**config.mk**
```make
export PLATFORM = sky130hd
export DESIGN_NAME = amsc_top
export DESIGN_NICKNAME = d
export VERILOG_FILES = /design/src/design/amsc_pkg.sv /design/src/design/amsc_top.sv /design/src/design/amsc_thr_mem.sv
export SDC_FILE = /design/constraint.sdc
export NUM_CORES = 1
export LEC_CHECK = 0
export CAP_MARGIN = 5
export CORE_MARGIN = 2
export CORE_UTILIZATION = 24
export DETAILED_ROUTE_END_ITERATION = 8
export DONT_BUFFER_PORTS = 1
export HOLD_SLACK_MARGIN = 0.12
export SYNTH_ARGS = -nofsm -noshare
export SYNTH_HDL_FRONTEND = slang
export SYNTH_SLANG_ARGS = --single-unit
```
**constraint.sdc**
```tcl
create_clock -name pclk -period 8 [get_ports pclk]
set_clock_uncertainty 0.15 [all_clocks]
set_input_delay 2.4 -clock pclk [delete_from_list [all_inputs] [get_ports pclk]]
set_output_delay 2.4 -clock pclk [all_outputs]
set_load 0.03 [all_outputs]
```
**src/design/amsc_pkg.sv**
```systemverilog
// package: register map, field layout, reset values and timing counts
package amsc_pkg;

  // ****************************************************************
  // timing
  // ****************************************************************
  localparam int unsigned CLK_HZ = 40_000_000;
  localparam int unsigned TICK_MS = 100;
  // one timer tick is a tenth of a second
  localparam int unsigned TICK_CYC = CLK_HZ / 1000 * TICK_MS;
  localparam logic [15:0] TICKS_PER_MIN = 16'h0258;

  // ****************************************************************
  // register offsets (byte addresses)
  // ****************************************************************
  localparam logic [7:0] OFS_CTRL = 8'h00;
  localparam logic [7:0] OFS_AUX = 8'h04;
  localparam logic [7:0] OFS_ON_DLY = 8'h08;
  localparam logic [7:0] OFS_OFF_DLY = 8'h0C;
  localparam logic [7:0] OFS_PERR = 8'h10;
  localparam logic [7:0] OFS_ACC = 8'h14;
  localparam logic [7:0] OFS_DEC = 8'h18;
  localparam logic [7:0] OFS_ROT_LIM = 8'h1C;
  localparam logic [7:0] OFS_STATUS = 8'h20;
  localparam logic [7:0] OFS_OUTFN = 8'h24;
  localparam logic [7:0] OFS_RUNTIME = 8'h28;
  // threshold table: start 1..4 at 0x40.., stop 1..4 at 0x50..
  localparam logic [2:0] TBL_PAGE = 3'h2;

  // ****************************************************************
  // fields
  // ****************************************************************
  localparam int unsigned CTRL_APP_LSB = 0;
  localparam int unsigned CTRL_ROT_LSB = 4;
  localparam int unsigned AUX_TOTAL_LSB = 0;
  localparam int unsigned AUX_FIRST_LSB = 8;
  localparam int unsigned OUTFN_R2_LSB = 8;
  localparam int unsigned OUTFN_Q1_LSB = 16;
  localparam logic [3:0] APP_MODE_STAGING = 4'h3;
  localparam logic [7:0] OUT_FUNC_STAGING = 8'h18;
  localparam logic [2:0] AUX_MAX = 3'h4;
  localparam logic [2:0] AUX_BASE_CARD = 3'h3;

  typedef enum logic [1:0] {ROT_NONE, ROT_AUX, ROT_MAIN} amsc_rot_t;
  typedef enum {ST_IDLE, ST_RAMP_DN, ST_RAMP_UP} amsc_state_t;

  // ****************************************************************
  // reset values
  // ****************************************************************
  localparam logic [3:0] RST_APP = 4'h0;
  localparam logic [2:0] RST_TOTAL = 3'h4;
  localparam logic [2:0] RST_FIRST = 3'h1;
  localparam logic [15:0] RST_ON_DLY = 16'h0258;
  localparam logic [15:0] RST_OFF_DLY = 16'h0258;
  localparam logic [6:0] RST_PERR = 7'h02;
  localparam logic [15:0] RST_ACC = 16'h0014;
  localparam logic [15:0] RST_DEC = 16'h0014;
  localparam logic [15:0] RST_ROT_LIM = 16'h10E0;
  localparam logic [15:0] RST_START_FREQ = 16'h1387;
  localparam logic [15:0] RST_STOP_FREQ = 16'h05DC;

endpackage

```
**src/design/amsc_top.sv**
```systemverilog
// auxiliary motor staging controller with apb register slave
// Notes on behaviour
// - relay one, relay two, digital output one drive motors when function is 24.
// - extension card present adds relay outputs; fourth motor needs it.
// - motor total 0..4, first index 1..4, start order cycles from it.
// - motors stop in reverse start order, last started first.
// - running motor count 0..4 is readable.
// - start needs freq above start threshold, on delay done, error above limit.
// - stop needs freq below stop threshold, off delay done, error below limit.
// - pid error compared with pressure threshold 0..100 percent, default 2.
// - pid and normal ramp held while a motor is switched.
// - on start, main motor ramps down to stop threshold over decel time.
// - on stop, main motor ramps up to start threshold over accel time.
// - staging works only when application mode is 3.
// - rotation mode none, aux only or all motors; default aux only.
// - rotation none always starts at the configured first motor.
// - runtime over limit plus main stop advances first index with wrap.
`timescale 1ns/10ps
module amsc_top import amsc_pkg::*; #(
  parameter int unsigned TICK_CYCLES = TICK_CYC
) (
  // apb slave
  input wire logic pclk,
  input wire logic presetn,
  input wire logic psel,
  input wire logic penable,
  input wire logic pwrite,
  input wire logic [7:0] paddr,
  input wire logic [31:0] pwdata,
  output logic [31:0] prdata,
  output logic pready,
  output logic pslverr,
  // main motor loop status
  input wire logic main_running,
  input wire logic [15:0] main_freq,
  input wire logic signed [7:0] pid_error,
  input wire logic ext_card_present,
  // motor contactor outputs
  output logic relay_one,
  output logic relay_two,
  output logic digital_output_one,
  output logic [2:0] ext_relay,
  // main motor ramp control
  output logic pid_hold,
  output logic ramp_up,
  output logic [15:0] ramp_target,
  output logic [15:0] ramp_time
);

  // ****************************************************************
  // declarations
  // ****************************************************************
  logic pready_q, pslverr_q;
  logic [31:0] prdata_q;
  logic [3:0] app_mode_q;
  amsc_rot_t rotation_mode_select;
  logic [2:0] aux_motor_total, first_cfg_q, cur_first_q, cnt_q;
  logic [15:0] on_delay_time, off_delay_time, acc_q, dec_q;
  logic [15:0] rotation_runtime_limit, runtime_min_q, min_tick_q;
  logic [6:0] pressure_error_threshold;
  logic [23:0] outfn_q;
  logic [31:0] tick_cnt_q;
  logic tick_q, main_run_q, aux_wr_q;
  logic [15:0] on_tmr_q, off_tmr_q, ramp_tmr_q;
  logic [3:0] motor_q;
  amsc_state_t state_q;
  logic relay_one_q, relay_two_q, dout_one_q;
  logic [2:0] ext_relay_q;
  logic pid_hold_q, ramp_up_q;
  logic [15:0] ramp_target_q, ramp_time_q;
  logic [15:0] mem_a, start_thr, stop_thr;
  logic acc, done, wr, tbl_hit, staging, start_cond, stop_cond;
  logic fire_on, fire_off, main_fall, rot_due;
  logic [2:0] eff_total;
  logic [1:0] next_slot, last_slot;

  // ****************************************************************
  // helper functions
  // ****************************************************************
  // byte offset maps to a register or a table word
  function automatic logic reg_hit(input logic [7:0] a);
    reg_hit = (a[1:0] == 2'b00) &&
              ((a <= OFS_RUNTIME) || (a[7:5] == TBL_PAGE));
  endfunction

  // motor slot (0..3) of the k-th start, cycling from the first index
  function automatic logic [1:0] slot(input logic [2:0] first,
                                      input logic [2:0] k,
                                      input logic [2:0] total);
    logic [3:0] f;
    logic [3:0] s;
    f = ((first == 3'h0) || (first > total)) ? 4'h0 : {1'b0, first} - 4'h1;
    s = f + {1'b0, k};
    if (s >= {1'b0, total})
      s = s - {1'b0, total};
    slot = s[1:0];
  endfunction

  // ****************************************************************
  // apb slave: one wait state on every access
  // ****************************************************************
  assign acc = psel & penable;
  assign done = acc & pready_q;
  assign wr = done & pwrite & reg_hit(paddr);
  assign tbl_hit = (paddr[7:5] == TBL_PAGE);

  // ready rises in the second access cycle, read data follows the table
  always_ff @(posedge pclk or negedge presetn)
  begin
    if (!presetn)
    begin
      pready_q <= 1'b0;
      pslverr_q <= 1'b0;
      prdata_q <= 32'h0000_0000;
    end
    else
    begin
      pready_q <= acc & ~pready_q;
      pslverr_q <= acc & ~pready_q & ~reg_hit(paddr);
      if (acc && !pready_q)
      begin
        if (pwrite || !reg_hit(paddr))
          prdata_q <= 32'h0000_0000;
        else if (tbl_hit)
          prdata_q <= {16'h0000, mem_a};
        else
          case (paddr)
            OFS_CTRL: prdata_q <= {26'h000_0000,
                                   rotation_mode_select, app_mode_q};
            OFS_AUX: prdata_q <= {21'h00_0000, first_cfg_q,
                                  5'h00, aux_motor_total};
            OFS_ON_DLY: prdata_q <= {16'h0000, on_delay_time};
            OFS_OFF_DLY: prdata_q <= {16'h0000, off_delay_time};
            OFS_PERR: prdata_q <= {25'h000_0000, pressure_error_threshold};
            OFS_ACC: prdata_q <= {16'h0000, acc_q};
            OFS_DEC: prdata_q <= {16'h0000, dec_q};
            OFS_ROT_LIM: prdata_q <= {16'h0000, rotation_runtime_limit};
            // status: count, first index, motors, switching
            OFS_STATUS: prdata_q <= {15'h0000, pid_hold_q, 4'h0, motor_q,
                                     1'b0, cur_first_q, 1'b0, cnt_q};
            OFS_OUTFN: prdata_q <= {8'h00, outfn_q};
            OFS_RUNTIME: prdata_q <= {16'h0000, runtime_min_q};
            default: prdata_q <= 32'h0000_0000;
          endcase
      end
    end
  end

  assign prdata = prdata_q;
  assign pready = pready_q;
  assign pslverr = pslverr_q;

  // ****************************************************************
  // configuration registers
  // ****************************************************************
  always_ff @(posedge pclk or negedge presetn)
  begin
    if (!presetn)
    begin
      app_mode_q <= RST_APP;
      rotation_mode_select <= ROT_AUX;
      aux_motor_total <= RST_TOTAL;
      first_cfg_q <= RST_FIRST;
      on_delay_time <= RST_ON_DLY;
      off_delay_time <= RST_OFF_DLY;
      pressure_error_threshold <= RST_PERR;
      acc_q <= RST_ACC;
      dec_q <= RST_DEC;
      rotation_runtime_limit <= RST_ROT_LIM;
      outfn_q <= {3{OUT_FUNC_STAGING}};
    end
    else if (wr && !tbl_hit)
    begin
      case (paddr)
        OFS_CTRL:
        begin
          app_mode_q <= pwdata[CTRL_APP_LSB +: 4];
          // the unused code reads back as none
          case (pwdata[CTRL_ROT_LSB +: 2])
            2'h1: rotation_mode_select <= ROT_AUX;
            2'h2: rotation_mode_select <= ROT_MAIN;
            default: rotation_mode_select <= ROT_NONE;
          endcase
        end
        OFS_AUX:
        begin
          // out of range totals and indices are clamped
          aux_motor_total <= (pwdata[AUX_TOTAL_LSB +: 3] > AUX_MAX) ?
                             AUX_MAX : pwdata[AUX_TOTAL_LSB +: 3];
          first_cfg_q <= (pwdata[AUX_FIRST_LSB +: 3] > AUX_MAX) ? AUX_MAX :
                         (pwdata[AUX_FIRST_LSB +: 3] == 3'h0) ? RST_FIRST :
                         pwdata[AUX_FIRST_LSB +: 3];
        end
        OFS_ON_DLY: on_delay_time <= pwdata[15:0];
        OFS_OFF_DLY: off_delay_time <= pwdata[15:0];
        OFS_PERR: pressure_error_threshold <= (pwdata[6:0] > 7'h64) ?
                                              7'h64 : pwdata[6:0];
        OFS_ACC: acc_q <= pwdata[15:0];
        OFS_DEC: dec_q <= pwdata[15:0];
        OFS_ROT_LIM: rotation_runtime_limit <= pwdata[15:0];
        OFS_OUTFN: outfn_q <= pwdata[23:0];
        default: ;
      endcase
    end
  end

  // ****************************************************************
  // threshold table: slot b gives next start, slot c last stop
  // ****************************************************************
  amsc_thr_mem #(
    .W(16),
    .RST_LO(RST_START_FREQ),
    .RST_HI(RST_STOP_FREQ)
  ) u_thr (
    .clk(pclk),
    .rst_n(presetn),
    .we(wr & tbl_hit),
    .waddr(paddr[4:2]),
    .wdata(pwdata[15:0]),
    .raddr_a(paddr[4:2]),
    .rdata_a(mem_a),
    .raddr_b({1'b0, next_slot}),
    .rdata_b(start_thr),
    .raddr_c({1'b1, last_slot}),
    .rdata_c(stop_thr)
  );

  // ****************************************************************
  // tenth-second tick and runtime in minutes
  // ****************************************************************
  always_ff @(posedge pclk or negedge presetn)
  begin
    if (!presetn)
    begin
      tick_cnt_q <= 32'h0000_0000;
      tick_q <= 1'b0;
    end
    else
    begin
      tick_q <= (tick_cnt_q == 32'(TICK_CYCLES - 1));
      tick_cnt_q <= (tick_cnt_q == 32'(TICK_CYCLES - 1)) ?
                    32'h0000_0000 : tick_cnt_q + 32'h0000_0001;
    end
  end

  // cumulative main runtime, cleared when the rotation is taken
  always_ff @(posedge pclk or negedge presetn)
  begin
    if (!presetn)
    begin
      min_tick_q <= 16'h0000;
      runtime_min_q <= 16'h0000;
    end
    else if (main_fall && rot_due &&
             rotation_mode_select != ROT_NONE)
    begin
      min_tick_q <= 16'h0000;
      runtime_min_q <= 16'h0000;
    end
    else if (main_running && tick_q)
    begin
      if (min_tick_q == TICKS_PER_MIN - 16'h0001)
      begin
        min_tick_q <= 16'h0000;
        if (runtime_min_q != 16'hFFFF)
          runtime_min_q <= runtime_min_q + 16'h0001;
      end
      else
        min_tick_q <= min_tick_q + 16'h0001;
    end
  end

  // ****************************************************************
  // staging decisions
  // ****************************************************************
  assign staging = (app_mode_q == APP_MODE_STAGING);
  // without the card only three contactor outputs exist
  assign eff_total = (!ext_card_present && aux_motor_total > AUX_BASE_CARD)
                     ? AUX_BASE_CARD : aux_motor_total;
  assign next_slot = slot(cur_first_q, cnt_q, eff_total);
  assign last_slot = slot(cur_first_q, cnt_q - 3'h1, eff_total);
  assign start_cond = staging && main_running && state_q == ST_IDLE &&
                      cnt_q < eff_total && main_freq > start_thr &&
                      pid_error > $signed({1'b0,
                                           pressure_error_threshold});
  assign stop_cond = staging && main_running && state_q == ST_IDLE &&
                     cnt_q != 3'h0 && main_freq < stop_thr &&
                     pid_error < $signed({1'b0,
                                          pressure_error_threshold});
  assign fire_on = start_cond && on_tmr_q >= on_delay_time;
  assign fire_off = stop_cond && off_tmr_q >= off_delay_time;
  assign main_fall = main_run_q && !main_running;
  assign rot_due = runtime_min_q > rotation_runtime_limit;

  // delay timers count ticks only while every condition holds
  always_ff @(posedge pclk or negedge presetn)
  begin
    if (!presetn)
    begin
      on_tmr_q <= 16'h0000;
      off_tmr_q <= 16'h0000;
    end
    else
    begin
      if (!start_cond || fire_on)
        on_tmr_q <= 16'h0000;
      else if (tick_q && on_tmr_q != 16'hFFFF)
        on_tmr_q <= on_tmr_q + 16'h0001;
      if (!stop_cond || fire_off)
        off_tmr_q <= 16'h0000;
      else if (tick_q && off_tmr_q != 16'hFFFF)
        off_tmr_q <= off_tmr_q + 16'h0001;
    end
  end

  // first-started index and its rotation on a main motor stop
  always_ff @(posedge pclk or negedge presetn)
  begin
    if (!presetn)
    begin
      cur_first_q <= RST_FIRST;
      main_run_q <= 1'b0;
      aux_wr_q <= 1'b0;
    end
    else
    begin
      main_run_q <= main_running;
      aux_wr_q <= wr && paddr == OFS_AUX;
      if (rotation_mode_select == ROT_NONE || aux_wr_q)
        cur_first_q <= first_cfg_q;
      else if (main_fall && rot_due)
        cur_first_q <= (cur_first_q >= eff_total) ?
                       RST_FIRST : cur_first_q + 3'h1;
    end
  end

  // ****************************************************************
  // switch-over sequencer
  // ****************************************************************
  always_ff @(posedge pclk or negedge presetn)
  begin
    if (!presetn)
    begin
      state_q <= ST_IDLE;
      motor_q <= 4'h0;
      cnt_q <= 3'h0;
      ramp_tmr_q <= 16'h0000;
      pid_hold_q <= 1'b0;
      ramp_up_q <= 1'b0;
      ramp_target_q <= 16'h0000;
      ramp_time_q <= 16'h0000;
    end
    else if (!main_running || !staging)
    begin
      // aux motors never run without the main motor
      state_q <= ST_IDLE;
      motor_q <= 4'h0;
      cnt_q <= 3'h0;
      pid_hold_q <= 1'b0;
      ramp_up_q <= 1'b0;
    end
    else
    begin
      case (state_q)
        ST_IDLE:
        begin
          ramp_tmr_q <= 16'h0000;
          if (fire_on)
          begin
            motor_q[next_slot] <= 1'b1;
            cnt_q <= cnt_q + 3'h1;
            state_q <= ST_RAMP_DN;
            pid_hold_q <= 1'b1;
            ramp_up_q <= 1'b0;
            ramp_time_q <= dec_q;
          end
          else if (fire_off)
          begin
            motor_q[last_slot] <= 1'b0;
            cnt_q <= cnt_q - 3'h1;
            state_q <= ST_RAMP_UP;
            pid_hold_q <= 1'b1;
            ramp_up_q <= 1'b1;
            ramp_time_q <= acc_q;
          end
        end
        ST_RAMP_DN, ST_RAMP_UP:
        begin
          // table reads settle one cycle after the count moves, the target a cycle later
          ramp_target_q <= (state_q == ST_RAMP_DN) ?
                           stop_thr : start_thr;
          if (tick_q)
            ramp_tmr_q <= ramp_tmr_q + 16'h0001;
          if (ramp_tmr_q >= ramp_time_q)
          begin
            state_q <= ST_IDLE;
            pid_hold_q <= 1'b0;
          end
        end
        default: state_q <= ST_IDLE;
      endcase
    end
  end

  // ****************************************************************
  // relay and digital outputs gated by their output function code, card relay by card presence
  // ****************************************************************
  always_ff @(posedge pclk or negedge presetn)
  begin
    if (!presetn)
    begin
      relay_one_q <= 1'b0;
      relay_two_q <= 1'b0;
      dout_one_q <= 1'b0;
      ext_relay_q <= 3'h0;
    end
    else
    begin
      relay_one_q <= motor_q[0] && outfn_q[7:0] == OUT_FUNC_STAGING;
      relay_two_q <= motor_q[1] &&
                     outfn_q[OUTFN_R2_LSB +: 8] == OUT_FUNC_STAGING;
      dout_one_q <= motor_q[2] &&
                    outfn_q[OUTFN_Q1_LSB +: 8] == OUT_FUNC_STAGING;
      // only the first card relay has a motor behind it
      ext_relay_q <= {2'b00, motor_q[3] & ext_card_present};
    end
  end

  assign relay_one = relay_one_q;
  assign relay_two = relay_two_q;
  assign digital_output_one = dout_one_q;
  assign ext_relay = ext_relay_q;
  assign pid_hold = pid_hold_q;
  assign ramp_up = ramp_up_q;
  assign ramp_target = ramp_target_q;
  assign ramp_time = ramp_time_q;

endmodule // amsc_top

```
**src/design/amsc_thr_mem.sv**
```systemverilog
// threshold table: eight words, one write port, three registered reads
`timescale 1ns/10ps
module amsc_thr_mem #(
  parameter int unsigned W = 16,
  parameter logic [15:0] RST_LO = 16'h0000,
  parameter logic [15:0] RST_HI = 16'h0000
) (
  // clock and reset
  input wire logic clk,
  input wire logic rst_n,
  // write port
  input wire logic we,
  input wire logic [2:0] waddr,
  input wire logic [W-1:0] wdata,
  // read ports
  input wire logic [2:0] raddr_a,
  output logic [W-1:0] rdata_a,
  input wire logic [2:0] raddr_b,
  output logic [W-1:0] rdata_b,
  input wire logic [2:0] raddr_c,
  output logic [W-1:0] rdata_c
);

  logic [W-1:0] mem_q [8];

  // ****************************************************************
  // storage: low half and high half reset to their own defaults
  // ****************************************************************
  for (genvar i = 0; i < 8; i++)
  begin : g_word
    always_ff @(posedge clk or negedge rst_n)
    begin
      if (!rst_n)
        mem_q[i] <= (i < 4) ? RST_LO[W-1:0] : RST_HI[W-1:0];
      else if (we && (waddr == 3'(i)))
        mem_q[i] <= wdata;
    end
  end

  // read data registered, one cycle behind the address
  always_ff @(posedge clk or negedge rst_n)
  begin
    if (!rst_n)
    begin
      rdata_a <= '0;
      rdata_b <= '0;
      rdata_c <= '0;
    end
    else
    begin
      rdata_a <= mem_q[raddr_a];
      rdata_b <= mem_q[raddr_b];
      rdata_c <= mem_q[raddr_c];
    end
  end

endmodule // amsc_thr_mem

```
# Word level (Yosys, flattened, before mapping)
# Index checks and enable logic that the tools add are counted.
dict set report totals {
  regBits 528
  inputBits 71
  output_inout_bits 74
  elab_cells 290
}
dict set report classes {
  addsub 14
  order_cmp 25
  eq_ne 35
  n_mux 66
  n_bitwise 17
  reduce_logical 87
}
# cell n
set op_table {}
lappend op_table {{$mux W16} 21}
lappend op_table {{$pmux W24 S11} 1}
lappend op_table {{$mux W32} 6}
lappend op_table {{$bmux W16 S3} 3}
lappend op_table {{$add A16 B1 Y16 const B} 5}
lappend op_table {{$eq A32 B2 Y1 const B} 2}
lappend op_table {{$logic_not A32 Y1} 2}
lappend op_table {{$pmux W32 S2} 1}
lappend op_table {{$eq A8 B5 Y1 const B} 7}
lappend op_table {{$ge A16 B16 Y1} 3}
lappend op_table {{$ne A16 B16 Y1 const B} 3}
lappend op_table {{$logic_and A1 B1 Y1} 34}
lappend op_table {{$mux W3} 11}
lappend op_table {{$add A32 B1 Y32 const B} 1}
lappend op_table {{$eq A32 B1 Y1 const B} 1}
lappend op_table {{$eq A32 B22 Y1 const B} 1}
lappend op_table {{$gt A16 B16 Y1} 2}
lappend op_table {{$pmux W16 S2} 1}
lappend op_table {{$eq A8 B6 Y1 const B} 3}
lappend op_table {{$mux W24} 1}
lappend op_table {{$reduce_and A2 Y1} 12}
lappend op_table {{$mux W4} 5}
lappend op_table {{$reduce_bool A2 Y1} 10}
lappend op_table {{$eq A16 B10 Y1 const B} 1}
lappend op_table {{51 further kinds} 107}

# Longest topological paths before layout
dict set report logic_depth {
  ltp_word 19
  mapped_depth 21
  ltp_nobuf 20
}

# Hierarchy
# Synthesis repeated with hierarchy kept, for this count alone.
dict set report unflattened {
  cells_unflattened 2246
  hier_area_um2 27473.8
}
# module n_inst cells_per_inst area_each_um2 seq_area_each_um2
set modules_own_cells {}
lappend modules_own_cells {amsc_top 1 1748 18127.4 7891.3}
lappend modules_own_cells {amsc_thr_mem 1 498 9346.5 4474.3}

# Worst setup path before layout
# Ideal clock, no wire load.
dict set report synth_timing {
  path_type {input port to flip-flop}
  startpoint {input ext_card_present}
  endpoint {register motor_q[3]}
  setup_ns 0.130
  t_arrival_ns 6.816
  required_ns 7.720
  setup_slack_ns 0.904
  cell_stages 20
  path_buffers 0
  cell_sequence {nand2b_1 nand2b_1 ha_1 inv_1 a221oi_2 nand2_1 nor3_1 ha_1 inv_1 fa_1 inv_1 ha_1 a21bo_2 a21oi_1 o22ai_1 a41o_1 or4_4 or3_1 o211ai_2 o31ai_1}
}
dict set report synth_between {
  elab_chain_len 19
  word_cells_on_any_way 38
  classes_between {4 x add/sub; 8 x order compare; 12 x mux; 3 x bitwise; 11 x reduce/logical}
}
# element line
set synth_rtl {}
lappend synth_rtl {{start: declaration} amsc_top.sv:37} ;# input wire logic ext_card_present,
lappend synth_rtl {{$logic_not A1 Y1 *} amsc_top.sv:278} ;# assign eff_total = (!ext_card_present && aux_motor_total > AUX_BASE_CARD)
lappend synth_rtl {{$logic_and A1 B1 Y1 *} amsc_top.sv:278}
lappend synth_rtl {{$mux W3 *} amsc_top.sv:279} ;# ? AUX_BASE_CARD : aux_motor_total;
lappend synth_rtl {{$gt A3 B3 Y1} amsc_top.sv:92} ;# f = ((first == 3'h0) || (first > total)) ? 4'h0 : {1'b0, first} - 4'h1;
lappend synth_rtl {{$logic_or A1 B1 Y1} amsc_top.sv:92}
lappend synth_rtl {{$mux W4} amsc_top.sv:92}
lappend synth_rtl {{$add A4 B3 Y4} amsc_top.sv:93} ;# s = f + {1'b0, k};
lappend synth_rtl {{$ge A4 B3 Y1 or $sub A2 B2 Y2 (tied branches)} {amsc_top.sv:94, amsc_top.sv:95}}
lappend synth_rtl {{[... 3 more ...]} --}
lappend synth_rtl {{$mux W1 (not written as such)} amsc_top.sv:379} ;# motor_q[last_slot] <= 1'b0;
lappend synth_rtl {{$demux W1 S2} amsc_top.sv:379}
lappend synth_rtl {{$not A4 Y4 (no source line)} --}
lappend synth_rtl {{$and A4 B4 Y4 (no source line)} --}
lappend synth_rtl {{$mux W4} amsc_top.sv:377} ;# else if (fire_off)
lappend synth_rtl {{$mux W4} amsc_top.sv:368} ;# if (fire_on)
lappend synth_rtl {{$mux W4} amsc_top.sv:364} ;# case (state_q)
lappend synth_rtl {{$mux W4} amsc_top.sv:353} ;# else if (!main_running || !staging)
lappend synth_rtl {{end signal: assignment} amsc_top.sv:357} ;# motor_q <= 4'h0;
lappend synth_rtl {{end signal: indexed assignment} amsc_top.sv:370} ;# motor_q[next_slot] <= 1'b1;
lappend synth_rtl {{end signal: indexed assignment} amsc_top.sv:379}
lappend synth_rtl {{end: declaration} amsc_top.sv:65} ;# logic [3:0] motor_q;
# Every way passes the cells marked *; elsewhere a longest branch is shown, timed or not. The select of a mux whose other input is x is not followed.
# A chain may end at the register's enable or synchronous reset.

# Worst setup path after layout
# Ends and elaborated chain as after synthesis.

==> flow_summary_export.csv <==
group,metric,value,unit
global_route,grt_first_pass_wirelength,115000,µm
sta,setup_tns,0,ps
worst_setup_path,end_kind,"flip-flop",
cells_and_area,utilization,0.275,
floorplanning,dieArea,111000,µm²
sta,fin_hold_ws,297,ps
synth,ys_ff_latch,490,
route,ant_nets,0,
synth,ys_top_cells_by_area,"dfrtp_1 (39%), mux2_2 (11%), dfstp_2 (8.4%), ha_1 (6.4%), mux2i_1 (4.5%)",
route,drcViolationCount,0,
sta,finalCriticalPeriod,7110,ps
clocking,clock_path_buffers,3,
route,firstDrtPassIters,5,
sta,setup_violations,0,
sta,worst_slew_pin_slew,1790,ps
floorplanning,rows,120,
synth,synth-xor-area-share,0.0293,
synth,yosysMostFrequentCell,"dfrtp_1",
floorplanning,die_w,333,µm
sta,maxSlewHeadroom,-0.194,
clocking,tritoncts,"done",
synth,synthSimpleGateAreaFrac,0.114,
clocking,cts_root_buf,"clkbuf_16",
synth,synthArstFlopShare,1.00,
synth,netlist_instances,2311,
sta,finalHoldViolations,0,
sta,finalMaxSlewViolations,207,
worst_setup_path,worstPathRequired,8350,ps
hold_path,worstHoldPathType,"flip-flop to flip-flop",
status,violations,"max-slew violations",
worst_setup_path,rr_startpoint,"aux_motor_total[2]$_DFFE_PN1P_",
status,status,"complete, but fails checks",
floorplanning,io_pins,145,
synth,synthMuxAreaShare,0.185,
synth,synth_compound_area_frac,0.0884,
synth,synth.top_cell.area_share,0.392,
synth,synthAdderAreaFrac,0.0675,
global_route,grt_overflow,0,
global_route,antenna_found_initial,4,
worst_setup_path,reg2reg_setup_slack,2070,ps
cells_and_area,drive_above_1_share,0.221,
floorplanning,start_util,0.243,
clocking,htree_levels,2,
cells_and_area,nNetsFinal,2503,
place,gp_congestion,0.894,
route,via_count,18073,
clocking,numCtsBuffers,54,
clocking,cts_resized,0,
global_route,grt_pass1_vias,17729,
floorplanning,die_h,333,µm
pwr,power_density,175,nW/µm²
pwr,vdd_drop_max,0.211,mV
cells_and_area,syn2layout_area_growth,13.2,%
cells_and_area,multi_input_area,12700,µm²
clocking,insertion_delay,660,ps
synth,yosysTopAreaCell,"dfrtp_1",
synth,ys_warn_count,0,
cells_and_area,regArea,12400,µm²
route,avgRoutedWirePerCell,20.2,µm
hold_path,hold_depth,1,
synth,synth-main-ff-cell,"dfrtp_1",
pwr,leakage,13.3,nW
clocking,cts_sinks,490,
worst_setup_path,worst-path-max-fanout,7,
global_route,track_usage,0.134,
worst_setup_path,cp.arrival,7460,ps
global_route,grt_max_degree,491,
sta,period_share,0.889,
synth,synth_area,26000,µm²
hold_path,worstHoldStart,"tick_cnt_q[0]$_DFF_PN0_",
synth,ys_types,78,
run,cap_violations,0,
floorplanning,core,107000,µm²
synth,synth_edf_count,0,
sta,rsz0062_at_grt,"false",
cells_and_area,diodes,0,
route,drtIter0Drc,1409,
sta,fmax,0.141,GHz
hold_path,worst_hold_path.endpoint,"tick_cnt_q[0]$_DFF_PN0_",
clocking,clk_pin_slew,60,ps
clocking,post_cts_buffers,0,
cells_and_area,fillerInstances,11154,
place,dp_hpwl,53900,µm
synth,syn_avg_cell_area,11.3,µm²
synth,yosysSeqAreaShare,0.476,
pwr,p_total,5.15,mW
route,drt_wl_total,75500,µm
clocking,cts-hold-fix-buffers,0,
synth,synth_top_family_by_area,"multiplexers",
worst_setup_path,path_class,"input port to flip-flop",
route,drt-vias-per-instance,4.83,
synth,synth_common_cells,"dfrtp_1 (407), mux2_2 (258), nand2_1 (176), nor2_1 (157), inv_1 (140)",
worst_setup_path,r2r_cells,19,
place,portBuffers,0,
worst_setup_path,r2r-end,"motor_q[3]$_DFFE_PN0P_",
worst_setup_path,start_kind,"input port",
-- state kept, by name, summed over array words and instances (netlist names), 24 cells and up --
signal and flops:
tick_cnt_q 32, prdata 24, outfn_q 24, u_thr.mem_q 128
-- worst max-delay path: stages --
cell and delay (ps):
nand2b_1 140, nand2b_1 140, ha_1 340, inv_1 80, a221oi_2 380, nand2_1 200
nor3_1 420, ha_1 220, inv_1 50, fa_1 590, inv_1 70, ha_1 280
a21bo_2 210, a21oi_1 420, o22ai_1 140, a41o_1 220, or4_4 530, or3_1 400
o211ai_2 140, o31ai_1 90
-- how the worst max path moves through the flow --
stage,start,to,cells after the start
detailed placement,ext_card_present,motor_q[3]$_DFFE_PN0P_,20
CTS,ext_card_present,motor_q[3]$_DFFE_PN0P_,20
global route,ext_card_present,motor_q[3]$_DFFE_PN0P_,20
global placement,ext_card_present,motor_q[3]$_DFFE_PN0P_,20
floorplan,ext_card_present,motor_q[3]$_DFFE_PN0P_,20
finish,ext_card_present,motor_q[3]$_DFFE_PN0P_,20
-- placed cells by master (no fill, tap or decap), types with 41 or more instances in the layout --
master / count
a22oi_1: 41
nor2_1: 156
o21ai_0: 64
dfrtp_1: 407
mux2i_1: 118
dfstp_2: 83
a21oi_1: 52
ha_1: 133
inv_1: 140
nand2_1: 176
xor2_1: 54
mux2_2: 258
nand3_1: 63
clkbuf_16: 54
-- cell families after synthesis --
| kind of cell | after synthesis |
|---|---|
| AND/OR/NAND/NOR | 605 |
| XOR/XNOR | 87 |
| buffers and inverters | 252 |
| flip-flops | 490 |
| AO/OA/AOI/OAI | 330 |
| adder cells (fa/ha/maj) | 138 |
| multiplexers | 408 |
| other | 1 |
-- report_power, final --
part / internal (mW) / total, mW / leakage (nW) / switching (mW)
registers: 2.48 / 2.49 / 6.51 / 0.00260
clock network: 1.49 / 2.60 / 0.901 / 1.11
logic: 0.0283 / 0.0638 / 5.87 / 0.0355
-- routing by layer --
layer  global-route usage  up-vias  share of wire
li1                     -     8284              -
met1                0.184     9210           0.46
met2                0.206      474           0.45
met3               0.0341       99          0.071
met4               0.0399        6          0.027
met5                    0        -        0.00048
-- cell type report --
cell class | count | area share
clock inverter | 17 | 0.00858
inverter | 141 | 0.0180
timing repair buffer | 30 | 0.00935
clock buffer | 84 | 0.0545
multi-input combinational | 1578 | 0.430
tap | 1403 | 0.0596
sequential | 490 | 0.420
-- metrics by stage --
step	std cells	worst slack [ps]	instance area, µm²
after detailed placement	3642	318	27600
final	3743	885	29400
after CTS	3743	1000	29400
after global placement	3642	411	27600
after global routing	3743	568	29400
after floorplan	2320	904	26000
Power figures use the tool's default switching activity.
